--- config.mk ---
export PLATFORM = sky130hd
export DESIGN_NAME = image_acquire_readout_framer
export DESIGN_NICKNAME = d
export VERILOG_FILES = /design/src/hdl/framer_pkg.sv /design/src/hdl/image_acquire_readout_framer.sv
export VERILOG_INCLUDE_DIRS = /design/src /design/src/hdl
export SDC_FILE = /design/constraint.sdc
export NUM_CORES = 1
export LEC_CHECK = 0
export BUFFER_PORTS_ARGS = -buffer_cell sky130_fd_sc_hd__clkbuf_2
export CAP_MARGIN = 0
export CORE_MARGIN = 5
export CORE_UTILIZATION = 40
export CTS_BUF_LIST = sky130_fd_sc_hd__clkbuf_16
export DETAILED_ROUTE_END_ITERATION = 16
export GPL_TIMING_DRIVEN = 0
export PLACE_DENSITY = 0.59
export RECOVER_POWER = 50
export SLEW_MARGIN = 20
export SYNTH_ARGS = -nofsm -noshare
export SYNTH_HDL_FRONTEND = slang
export SYNTH_HIERARCHICAL = 1
export SYNTH_SLANG_ARGS = --single-unit
export TNS_END_PERCENT = 30
--- constraint.sdc ---
create_clock -name clk -period 10.5 [get_ports clk]
set_input_delay 0.525 -clock clk [delete_from_list [all_inputs] [get_ports clk]]
set_output_delay 0.525 -clock clk [all_outputs]
set_load 0.01 [all_outputs]
--- src/hdl/framer_cfg.svh ---
// Constants for the image readout framer
`ifndef FRAMER_CFG_SVH
`define FRAMER_CFG_SVH
`define CMD_RESET 6'h01
`define CMD_READ 6'h02
`define ARG_ENDLESS 8'h80
`define IDLE_WORD 16'h55aa
`define SYNC_DEFAULT 32'h1acf_fc1d
`define END_DEFAULT 32'he0f0_c3a5
`define FRAME_WORDS 18'h25805
`define HDR_WORDS 18'h00003
`define W_SYNC_HI 18'h00000
`define W_SYNC_LO 18'h00001
`define W_ID 18'h00002
`define CLK_HZ 50000000
`define WAKE_S 3
`define STARTUP_S 147
`define ACQ_BASE_MS 400
`define SETTLE_MS 2
`define REFRESH_S 1
`define MS_PER_S 1000
`define FIFO_DEPTH 8
`endif

--- src/hdl/framer_pkg.sv ---
// Types shared by the image readout framer
package framer_pkg;
  typedef enum logic [1:0] {
    ST_WAKE = 2'b00,
    ST_ACQ = 2'b01,
    ST_READY = 2'b10
  } state_e;
  typedef enum logic [1:0] {
    FP_ADDR_HI = 2'b00,
    FP_ADDR_LO = 2'b01,
    FP_CAP_HI = 2'b10,
    FP_PUSH = 2'b11
  } fetch_e;
  typedef logic [15:0] word_t;
endpackage

--- src/hdl/image_acquire_readout_framer.sv ---
// Image acquisition control, word FIFO and framed readout to the poller
//
// Function
// - Acquire command code 000010 with argument N in 0..127 takes N+1 images.
// - Argument 128 acquires and outputs frames endlessly until new command or reset.
// - Below 128 frames run back to back; last frame stays readable again.
// - Endless with serial output: refresh image if unpolled one second after acquisition.
// - New acquire command cancels old one after the current frame is fully output.
// - Acquire plus download is atomic; every frame read once before new command.
// - Frame opens with 32-bit sync, 8-bit identifier, then status octet.
// - Identifier steps once per acquired image; rereads repeat the same value.
// - Status octet carries the sensor latch-up alarm.
// - Pixels go top-left to bottom-right, one value per pixel.
// - Each word packs two pixels, earlier pixel in upper byte.
// - A 32-bit end marker closes every frame after the last pixel word.
// - Polls with no image available return alternating 0x55 and 0xAA bytes.
// - Paused polling keeps position; download resumes at the next word.
// - After power-on wait 3 s wake-up plus 147 s before first acquisition.
// - Picture is ready 400 ms plus exposure time after acquisition starts.
// - A full download is exactly 153605 sixteen-bit reads.
// - After full download the device settles 2 ms before next command.
// - Reset command code 000001 acts at once like power-on reset.
// - Commands with parity error or unknown code are dropped without effect.
`timescale 1ns/1ps
`include "framer_cfg.svh"

module word_fifo #(
  parameter int WIDTH = 16,
  parameter int DEPTH = `FIFO_DEPTH
) (
  input wire logic clk,
  input wire logic flush,
  input wire logic in_valid,
  output logic in_ready,
  input wire logic [WIDTH-1:0] in_data,
  output logic out_valid,
  input wire logic out_ready,
  output logic [WIDTH-1:0] out_data
);
  localparam int AW = $clog2(DEPTH);
  logic [WIDTH-1:0] mem_q [DEPTH];
  logic [AW-1:0] wr_q;
  logic [AW-1:0] rd_q;
  logic [AW:0] cnt_q;
  wire push = in_valid && in_ready;
  wire pop = out_valid && out_ready;
  assign in_ready = cnt_q != (AW+1)'(DEPTH);
  assign out_valid = cnt_q != '0;
  assign out_data = mem_q[rd_q];

  function automatic logic [AW-1:0] bump(input logic [AW-1:0] p);
    bump = (p == AW'(DEPTH - 1)) ? '0 : p + 1'b1;
  endfunction

  always_ff @(posedge clk) begin
    if (push) begin
      mem_q[wr_q] <= in_data;
    end
  end

  always_ff @(posedge clk) begin
    if (flush) begin
      wr_q <= '0;
      rd_q <= '0;
      cnt_q <= '0;
    end else begin
      if (push) wr_q <= bump(wr_q);
      if (pop) rd_q <= bump(rd_q);
      cnt_q <= cnt_q + (AW+1)'(push) - (AW+1)'(pop);
    end
  end
endmodule // word_fifo

module image_acquire_readout_framer
  import framer_pkg::*;
#(
  parameter logic [31:0] SYNC_PAT = `SYNC_DEFAULT,
  parameter logic [31:0] END_PAT = `END_DEFAULT,
  parameter logic [17:0] FRAME_WORDS = `FRAME_WORDS,
  parameter logic [39:0] STARTUP_CYC =
    40'(64'(`WAKE_S + `STARTUP_S) * 64'(`CLK_HZ)),
  parameter logic [31:0] ACQ_BASE_CYC =
    32'(`ACQ_BASE_MS * (`CLK_HZ / `MS_PER_S)),
  parameter logic [31:0] SETTLE_CYC =
    32'(`SETTLE_MS * (`CLK_HZ / `MS_PER_S)),
  parameter logic [31:0] REFRESH_CYC = 32'(`REFRESH_S * `CLK_HZ)
) (
  input wire logic clk,
  input wire logic rst_n,
  input wire logic cmd_valid,
  input wire logic [5:0] cmd_code,
  input wire logic [7:0] cmd_arg,
  input wire logic cmd_parity_ok,
  input wire logic [31:0] exposure_cycles,
  input wire logic latchup_alarm,
  input wire logic serial_out_sel,
  input wire logic poll_req,
  input wire logic [7:0] buf_data,
  output logic resp_valid,
  output word_t resp_data,
  output logic [18:0] buf_addr,
  output logic acq_active
);
  localparam logic [17:0] LAST_WORD = FRAME_WORDS - 18'h1;
  localparam logic [17:0] END_HI = FRAME_WORDS - 18'h2;

  state_e state_q;
  fetch_e f_ph_q;
  logic [39:0] wake_cnt_q;
  logic [31:0] acq_cnt_q;
  logic [31:0] settle_q;
  logic [31:0] refresh_q;
  logic pend_q;
  logic [7:0] pend_arg_q;
  logic [7:0] left_q;
  logic endless_q;
  logic [7:0] id_q;
  logic [7:0] status_q;
  logic read_once_q;
  logic [17:0] dl_idx_q;
  logic [17:0] f_idx_q;
  logic [7:0] hi_q;
  logic [18:0] buf_addr_q;
  logic resp_valid_q;
  word_t resp_data_q;
  logic acq_active_q;
  word_t f_out;
  logic f_out_valid;
  logic f_in_ready;

  // Command decode; bad parity or unknown code leaves state alone
  wire soft_rst = cmd_valid && cmd_parity_ok && cmd_code == `CMD_RESET;
  wire rst_all = !rst_n || soft_rst;
  wire read_cmd = cmd_valid && cmd_parity_ok && cmd_code == `CMD_READ
    && cmd_arg <= `ARG_ENDLESS;

  wire ready_st = state_q == ST_READY;
  wire more = endless_q || left_q != 8'h00;
  wire refresh_fire = endless_q && serial_out_sel
    && refresh_q == 32'h0;
  // Next acquisition only between downloads, never mid frame
  wire start_acq = (state_q == ST_WAKE && wake_cnt_q == 40'h0)
    || (ready_st && dl_idx_q == 18'h0 && settle_q == 32'h0
    && ((read_once_q && (pend_q || more)) || refresh_fire));
  wire acq_done = state_q == ST_ACQ && acq_cnt_q == 32'h0;

  wire pop = poll_req && ready_st && f_out_valid;
  wire last_pop = pop && dl_idx_q == LAST_WORD;
  wire fetching = ready_st && f_idx_q != FRAME_WORDS;
  wire is_pix = f_idx_q >= `HDR_WORDS && f_idx_q < END_HI;
  wire [17:0] pix_word = f_idx_q - `HDR_WORDS;
  wire [18:0] pix_addr = {pix_word, 1'b0};
  wire push = fetching && (!is_pix || f_ph_q == FP_PUSH);
  wire advance = push && f_in_ready;

  // Word selection by position within the frame
  wire word_t sync_word = (f_idx_q == `W_SYNC_HI) ? SYNC_PAT[31:16]
    : SYNC_PAT[15:0];
  wire word_t end_word = (f_idx_q == END_HI) ? END_PAT[31:16]
    : END_PAT[15:0];
  wire word_t f_word = (f_idx_q < `W_ID) ? sync_word
    : (f_idx_q == `W_ID) ? {id_q, status_q}
    : is_pix ? {hi_q, buf_data}
    : end_word;

  word_fifo #(
    .WIDTH(16),
    .DEPTH(`FIFO_DEPTH)
  ) u_fifo (
    .clk(clk),
    .flush(rst_all || start_acq),
    .in_valid(push),
    .in_ready(f_in_ready),
    .in_data(f_word),
    .out_valid(f_out_valid),
    .out_ready(pop),
    .out_data(f_out)
  );

  always_ff @(posedge clk) begin
    if (rst_all) begin
      state_q <= ST_WAKE;
    end else if (start_acq) begin
      state_q <= ST_ACQ;
    end else if (acq_done) begin
      state_q <= ST_READY;
    end
  end

  always_ff @(posedge clk) begin
    if (rst_all) begin
      wake_cnt_q <= STARTUP_CYC;
    end else if (wake_cnt_q != 40'h0) begin
      wake_cnt_q <= wake_cnt_q - 40'h1;
    end
  end

  always_ff @(posedge clk) begin
    if (start_acq) begin
      acq_cnt_q <= ACQ_BASE_CYC + exposure_cycles;
    end else if (state_q == ST_ACQ && acq_cnt_q != 32'h0) begin
      acq_cnt_q <= acq_cnt_q - 32'h1;
    end
  end

  always_ff @(posedge clk) begin
    if (rst_all) begin
      settle_q <= 32'h0;
    end else if (last_pop) begin
      settle_q <= SETTLE_CYC;
    end else if (settle_q != 32'h0) begin
      settle_q <= settle_q - 32'h1;
    end
  end

  always_ff @(posedge clk) begin
    if (rst_all || acq_done) begin
      refresh_q <= REFRESH_CYC;
    end else if (refresh_q != 32'h0) begin
      refresh_q <= refresh_q - 32'h1;
    end
  end

  // A command landing as the old one is taken stays pending
  always_ff @(posedge clk) begin
    if (rst_all) begin
      pend_q <= 1'b0;
      pend_arg_q <= 8'h00;
    end else if (read_cmd) begin
      pend_q <= 1'b1;
      pend_arg_q <= cmd_arg;
    end else if (start_acq) begin
      pend_q <= 1'b0;
    end
  end

  always_ff @(posedge clk) begin
    if (rst_all) begin
      left_q <= 8'h00;
      endless_q <= 1'b0;
    end else if (start_acq && pend_q) begin
      left_q <= pend_arg_q;
      endless_q <= pend_arg_q == `ARG_ENDLESS;
    end else if (start_acq && left_q != 8'h00) begin
      left_q <= left_q - 8'h01;
    end
  end

  always_ff @(posedge clk) begin
    if (rst_all) begin
      id_q <= 8'h00;
      status_q <= 8'h00;
    end else if (acq_done) begin
      id_q <= id_q + 8'h01;
      status_q <= {7'h00, latchup_alarm};
    end
  end

  always_ff @(posedge clk) begin
    if (rst_all || start_acq || last_pop) begin
      dl_idx_q <= 18'h0;
    end else if (pop) begin
      dl_idx_q <= dl_idx_q + 18'h1;
    end
  end

  always_ff @(posedge clk) begin
    if (rst_all || start_acq) begin
      read_once_q <= 1'b0;
    end else if (last_pop) begin
      read_once_q <= 1'b1;
    end
  end

  // Fetch restarts after each full download so the frame can be reread
  always_ff @(posedge clk) begin
    if (rst_all || start_acq || last_pop) begin
      f_idx_q <= 18'h0;
    end else if (advance) begin
      f_idx_q <= f_idx_q + 18'h1;
    end
  end

  // Two byte reads per pixel word; buffer answers one cycle after address
  always_ff @(posedge clk) begin
    if (rst_all || start_acq || last_pop || !fetching || !is_pix) begin
      f_ph_q <= FP_ADDR_HI;
    end else begin
      unique case (f_ph_q)
        FP_ADDR_HI: f_ph_q <= FP_ADDR_LO;
        FP_ADDR_LO: f_ph_q <= FP_CAP_HI;
        FP_CAP_HI: f_ph_q <= FP_PUSH;
        FP_PUSH: f_ph_q <= f_in_ready ? FP_ADDR_HI : FP_PUSH;
      endcase
    end
  end

  always_ff @(posedge clk) begin
    if (rst_all) begin
      buf_addr_q <= 19'h0;
    end else if (fetching && is_pix && f_ph_q == FP_ADDR_HI) begin
      buf_addr_q <= pix_addr;
    end else if (fetching && is_pix && f_ph_q == FP_ADDR_LO) begin
      buf_addr_q <= pix_addr | 19'h1;
    end
  end

  always_ff @(posedge clk) begin
    if (f_ph_q == FP_CAP_HI) begin
      hi_q <= buf_data;
    end
  end

  always_ff @(posedge clk) begin
    if (rst_all) begin
      resp_valid_q <= 1'b0;
      resp_data_q <= `IDLE_WORD;
      acq_active_q <= 1'b0;
    end else begin
      resp_valid_q <= poll_req;
      resp_data_q <= pop ? f_out : `IDLE_WORD;
      acq_active_q <= start_acq || (state_q == ST_ACQ && !acq_done);
    end
  end

  assign resp_valid = resp_valid_q;
  assign resp_data = resp_data_q;
  assign buf_addr = buf_addr_q;
  assign acq_active = acq_active_q;
endmodule // image_acquire_readout_framer

==> impl_metrics.toml, run 1 <==
[floorplan]
initial_core_util = 0.4049
die_w_um = 221.8
die_y_um = 221.8
ios = 98
dieArea_um2 = 49190
num_rows = 77
coreArea_um2 = 44320

[pwr]
leakage_nw = 7.206
power_density_nw_per_um2 = 181.4
vdd_drop_max_uv = 111.3

[clock_tree]
clockBufferDepth = 3
cts.hold.buffers_added = 0
numCtsBuffers = 43
ctsResizeCount = 0
cts_root_buffer = "clkbuf_16"
clock-sinks = 390
clkTransAtPathRegs_ns = 0.06
cts_tree = "done"
clk-insertion-delay-late_ns = 0.57
ctsHtreeMaxLevel = 2
cts_setup_buffers = 0

[hold_path]
hold_depth = 3
worstHoldStart = "cmd_arg[4]"
hp-class = "in -> reg"
hold_end = "pend_arg_q[4]"

[setup_path]
worstSetupStartpointType = "register"
rrSetupSlack_ns = 6.12
crit_fanout = 10
crit_type = "reg -> reg"
reg2reg_from = "acq_cnt_q[6]"
cp.arrival_ns = 4.82
rr_worst_depth = 7
cp_data_required_time_ns = 10.93
timing.rr.end = "refresh_q[0]"
cp-end-kind = "register"

[finish]
synthToLayoutAreaGrowth_pct = 14.83
nNetsFinal = 1948
design_area_um2 = 20600
drive_gt1_frac = 0.09504
diodes = 0
fin_util = 0.4649

[timing]
timing.fmax_mhz = 228.1
fin_setup_tns_ns = 0
final-setup-viol-count = 0
fin_skew_ns = 0.01244
slew_viol_final = 30
timing.final.crit_share = 0.4175
finalHoldViolations = 0
grt_setup_unrepaired = "no"
relSlewSlack = -0.6163
holdWs_ns = 0.2153
worst_slew_pin_slew_ns = 2.402
period_needed_ns = 4.384

[job]
cap_violations = 3

[status]
violations = "max-capacitance violations, max-slew violations"
status = "finished, violations left"

[logic_synthesis]
synthCells = 1706
yosysWarnings = 6
synth_area_um2 = 17940
postSynthAreaPerCell_um2 = 10.52
synthesis.nets = 1795
ys_ff_latch = 390
synth-seq-area-share = 0.5289
async_flop_share = 0
synth.distinct_cells = 68
synth-edff-count = 168
synth_ff_type = "dfxtp_1"

[route]
ant_nets = 0
wl_met3_mm = 1.954
wl_met1_mm = 20.40
drt-initial-drc-count = 775
dr.pass1.iters = 5
num_vias = 13180
wire_per_inst_um = 17.48
highest_layer = "met5"
dr_wl_met2_mm = 20.42
drc = 0
routed_wl_mm = 43.45
viasPerCell = 5.303

[placed_design]
numPortBuffers = 96
hpwl_mm = 31.04
dpl_cell_area_um2 = 19310
place_congestion = 0.8497

[grt]
gr-usage-all-layers = 0.1713
grt_antenna_before_repair = 2
grt_pass1_vias = 13100
gr-total-overflow = 0
grt_pass1_wl_mm = 69.23
grt_start_max_net_pins = 33
## cells in the final DEF, fill, tap and decap left out, drive strengths merged, types with 4 or more instances in the layout
cell      n
dfxtp   222
nor4     41
nor2b     7
or4      21
a211oi   22
nand4    29
inv      41
or3b      4
o22ai     4
nand4b    9
or3      29
xnor2    88
nand3    65
o21ai    62
nor2    243
o31ai     5
nor3     64
a31oi     9
or2       7
and3     26
ha       27
mux4     32
nand3b    9
edfxtp  168
buf      23
nor4b     4
and4      6
nand2b   18
xor2    100
clkbuf  200
nor3b    10
and2     10
a21oi    64
clkinv   23
nand2   130
mux2     17
o211ai    5
mux2i    13
## flip-flops by register name, summed over array words and instances (netlist names), 16 cells and up, named ones only
| name | count |
|---|---|
| buf_addr | 19 |
| settle_q | 32 |
| acq_cnt_q | 32 |
| resp_data | 16 |
| refresh_q | 32 |
| wake_cnt_q | 40 |
| u_fifo/mem_q | 128 |
| f_idx_q | 18 |
| dl_idx_q | 18 |
## logic make-up after synthesis
family,count (synthesis),share of synthesized area
multiplexers,62,0.06395
AO/OA/AOI/OAI,199,0.06674
adder cells (fa/ha/maj),28,0.01994
AND/OR/NAND/NOR,736,0.2045
XOR/XNOR,188,0.09177
buffers and inverters,103,0.02420
flip-flops,390,0.5289
## where the power goes
| part | internal, mW | total, mW | switching [mW] |
|---|---|---|---|
| Combinational | 0.218 | 0.536 | 0.318 |
| Sequential | 1.64 | 1.71 | 0.0649 |
| Clock | 0.870 | 1.49 | 0.623 |
## worst max-delay path by stage
stage                             from                  end  slack [ns]  cells after the start
after floorplan             f_idx_q[0]   u_fifo/mem_q[0][0]        6.37                      9
after global placement      f_idx_q[0]  u_fifo/mem_q[0][14]        4.40                      9
after detailed placement  refresh_q[4]        acq_cnt_q[13]        6.19                      7
after CTS                 refresh_q[4]        acq_cnt_q[13]        6.17                      7
after global routing      acq_cnt_q[6]         refresh_q[9]        5.71                      7
final                     acq_cnt_q[6]         refresh_q[0]        6.12                      7
## critical path, stage by stage, from the launching register on
cell and delay [ns]:
edfxtp_1 0.43, nor3_1 0.52, nand4_1 0.32, nor4_1 1.96, inv_1 0.20, nand2_1 0.26
clkbuf_1 0.45, nor2_1 0.11
## synthesized netlist by cell type, types with 6 or more instances
library cell | n | area [um2]
nand3b_1 | 9 | 67.56
and2_1 | 9 | 56.30
mux2_2 | 17 | 191.4
or2_2 | 7 | 43.79
or4_1 | 19 | 142.6
inv_1 | 34 | 127.6
nand4_1 | 29 | 181.4
a21oi_1 | 64 | 320.3
nand3_1 | 65 | 325.3
and4_1 | 6 | 52.55
mux2i_1 | 13 | 130.1
nand4b_1 | 9 | 78.83
nor3b_1 | 10 | 75.07
ha_1 | 27 | 337.8
edfxtp_1 | 168 | 5045
a31oi_1 | 9 | 56.30
nor4_1 | 38 | 237.7
o21ai_0 | 61 | 305.3
xnor2_1 | 88 | 770.7
and3_1 | 26 | 162.7
mux4_1 | 28 | 735.7
nand2b_1 | 18 | 112.6
xor2_1 | 100 | 875.8
nand2_1 | 130 | 488.0
dfxtp_1 | 222 | 4444
nor3_1 | 64 | 320.3
a211oi_1 | 22 | 165.2
or3_1 | 28 | 175.2
nor2_1 | 243 | 912.1
nor2b_1 | 7 | 43.79
clkbuf_1 | 53 | 198.9
## layout make-up
cell class / instances / area, um2
Clock buffer: 46 / 1151
Timing Repair Buffer: 108 / 516.7
Inverter: 34 / 127.6
Tap cell: 592 / 740.7
Multi-Input combinational cell: 1213 / 8019
Fill cell: 4180 / 23710
Sequential cell: 390 / 9489
Clock inverter: 34 / 264.0
Buffer: 69 / 295.3
## layer usage
| metal | vias to the layer above | global-route usage |
|---|---|---|
| met2 | 247 | 0.2877 |
| met3 | 50 | 0.03244 |
| met5 | - | 0 |
| met4 | 2 | 0.03838 |
| met1 | 6418 | 0.2322 |
| li1 | 6467 | - |
## through the flow
stage	total power [mW]	instances	setup slack, ns
2_1_floorplan	2.137	1706	6.367
3_3_place_gp	2.254	2394	4.403
3_5_place_dp	2.263	2406	6.187
4_1_cts	3.767	2486	6.172
5_1_grt	3.910	2486	5.714
6_report	3.737	2486	6.116
No activity file was read; power rests on OpenSTA's default activity.
==> inputs of run 2 (changes only) <==
--- a/config.mk
+++ b/config.mk
@@ -13,7 +13,7 @@
 export CTS_BUF_LIST = sky130_fd_sc_hd__clkbuf_16
 export DETAILED_ROUTE_END_ITERATION = 16
 export GPL_TIMING_DRIVEN = 0
-export PLACE_DENSITY = 0.59
+export PLACE_DENSITY = 0.61
 export RECOVER_POWER = 50
 export SLEW_MARGIN = 20
 export SYNTH_ARGS = -nofsm -noshare
==> constraint.sdc (replaced) <==
create_clock -name clk -period 4 [get_ports clk]
set_input_delay 0.2 -clock clk [delete_from_list [all_inputs] [get_ports clk]]
set_output_delay 0.2 -clock clk [all_outputs]
set_load 0.01 [all_outputs]
==> impl_metrics.toml, run 2 (synthesized netlist as in run 1, its figures left out) <==
[grt]
grt_start_max_net_pins = 33
grt_pass1_wl_mm = 69.55
gr-total-overflow = 0
grt_antenna_before_repair = 0
grt_pass1_vias = 13280
gr-usage-all-layers = 0.1716

[timing]
grt_setup_unrepaired = "no"
relSlewSlack = -0.06120
timing.final.crit_share = 0.9365
period_needed_ns = 3.746
timing.fmax_mhz = 267.0
finalHoldViolations = 0
fin_setup_tns_ns = 0
fin_skew_ns = 0.02954
worst_slew_pin_slew_ns = 1.575
slew_viol_final = 10
final-setup-viol-count = 0

[floorplan]
ios = 98
dieArea_um2 = 49190
die_w_um = 221.8
coreArea_um2 = 44320
die_y_um = 221.8
initial_core_util = 0.4049
num_rows = 77

[clock_tree]
clock-sinks = 390
numCtsBuffers = 43
cts_tree = "done"
clockBufferDepth = 3
clkTransAtPathRegs_ns = 0.06
clk-insertion-delay-late_ns = 0.59
cts_root_buffer = "clkbuf_16"
ctsHtreeMaxLevel = 2

[finish]
final_common_cell = "nor2_1"
fin_util = 0.4720
largest_register = "u_fifo/mem_q"
diodes = 0
final_cells = 2515
largest_reg_flops = 128
nNetsFinal = 1978
reg_top3 = "u_fifo/mem_q (128), wake_cnt_q (40)"
final_cell_mix = "240 x nor2_1, 222 x dfxtp_1, 168 x edfxtp_1"
drive_gt1_frac = 0.09828
synthToLayoutAreaGrowth_pct = 16.59

[status]
status = "finished, violations left"
violations = "max-capacitance violations, max-slew violations"

[placed_design]
placedCellCount = 2407
hpwl_mm = 30.94
numPortBuffers = 96
place_congestion = 0.8441

[route]
viasPerCell = 5.314
wire_per_inst_um = 17.21
drc = 0
ant_nets = 0
dr.pass1.iters = 5
drt-initial-drc-count = 970
num_vias = 13360
routed_wl_mm = 43.28

[job]
cap_violations = 1

[setup_path]
rr_worst_depth = 10
timing.rr.end = "u_fifo/cnt_q[3]"
rrSetupSlack_ns = 0.25
cp.arrival_ns = 4.22
worstSetupStartpointType = "register"
crit_path_start = "wake_cnt_q[16]"
reg2reg_from = "wake_cnt_q[16]"
crit_type = "reg -> reg"
crit_fanout = 10
cp-end-kind = "register"
cp_data_required_time_ns = 4.47

[hold_path]
hp-class = "in -> reg"
hold_depth = 3
worstHoldStart = "exposure_cycles[28]"
hold_end = "acq_cnt_q[28]"

[pwr]
leakage_nw = 7.328
vdd_drop_max_uv = 333.4
power_density_nw_per_um2 = 454.2
finalPower_mw = 9.502
==> run 2: cell types whose count changed in the layout (fill, tap and decap cells not counted), moves of 3 or more <==
cell / change
buf_6: +6
bufinv_16: -3
clkbuf_16: -3
clkinv_1: -7
clkinv_2: -3
dlygate4sd3_1: +27
inv_1: +12
inv_4: +3
nor3_1: -5
nor3_2: +3
nor4_1: -3
==> run 2: area by class of cell <==
class / count / area [um2]
sequential: 390 / 9489
clock inverter: 36 / 227.7
multi-input combinational: 1213 / 8118
inverter: 34 / 127.6
timing repair buffer: 138 / 837.1
buffer: 69 / 302.8
clock buffer: 43 / 1076
tap: 592 / 740.7
fill: 4137 / 23400
==> run 2: what timing repair did <==
action	in CTS	in global routing
gates resized for setup	2	11
pin swaps	1	2
buffers inserted	1	1
endpoints found under the setup margin	140	184
hold buffers	27	0
hold endpoints to repair	27	0
==> run 2: worst max path at each step <==
stage | endpoint
after floorplan | u_fifo/mem_q[2][0]
after global placement | u_fifo/mem_q[6][1]
after detailed placement | acq_cnt_q[6]
after CTS | u_fifo/mem_q[1][8]
after global routing | u_fifo/cnt_q[2]
final | u_fifo/cnt_q[3]
==> run 2: where the power goes <==
part | leakage [nW] | switching [mW] | internal [mW] | total, mW
combinational | 3.33 | 0.803 | 0.590 | 1.39
sequential | 3.30 | 0.174 | 4.31 | 4.49
clock | 0.700 | 1.64 | 1.98 | 3.62
total | 7.33 | 2.62 | 6.88 | 9.50
==> run 2: worst max-delay path, stage by stage (launching register included) <==
cell and delay [ns]:
dfxtp_1 0.35, or4_1 0.60, or4_1 0.44, buf_6 0.15
or3_1 0.37, nor3_1 0.37, a31oi_1 0.25, nand2_1 0.39
clkbuf_1 0.41, nor2_1 0.08, a31o_2 0.25
==> run 2: metal layers <==
layer  vias up  routed length (um)  global-route usage
met5         -                   0                   0
met4         0                1064             0.05329
met3        61                1861             0.02648
met2       299               20530              0.2864
met1      6447               19820              0.2316
li1       6557                   -                   -
==> run 2: stage by stage <==
step	hold slack, ns	setup slack [ns]	area [um2]
global route	0.05138	0.01074	20920
finish	0.05204	0.2540	20920
CTS	0.02106	-0.2052	20950
floorplan	0.2989	0.2640	17950
global placement	0.3987	-1.534	19170
detailed placement	0.4053	-0.4578	19360
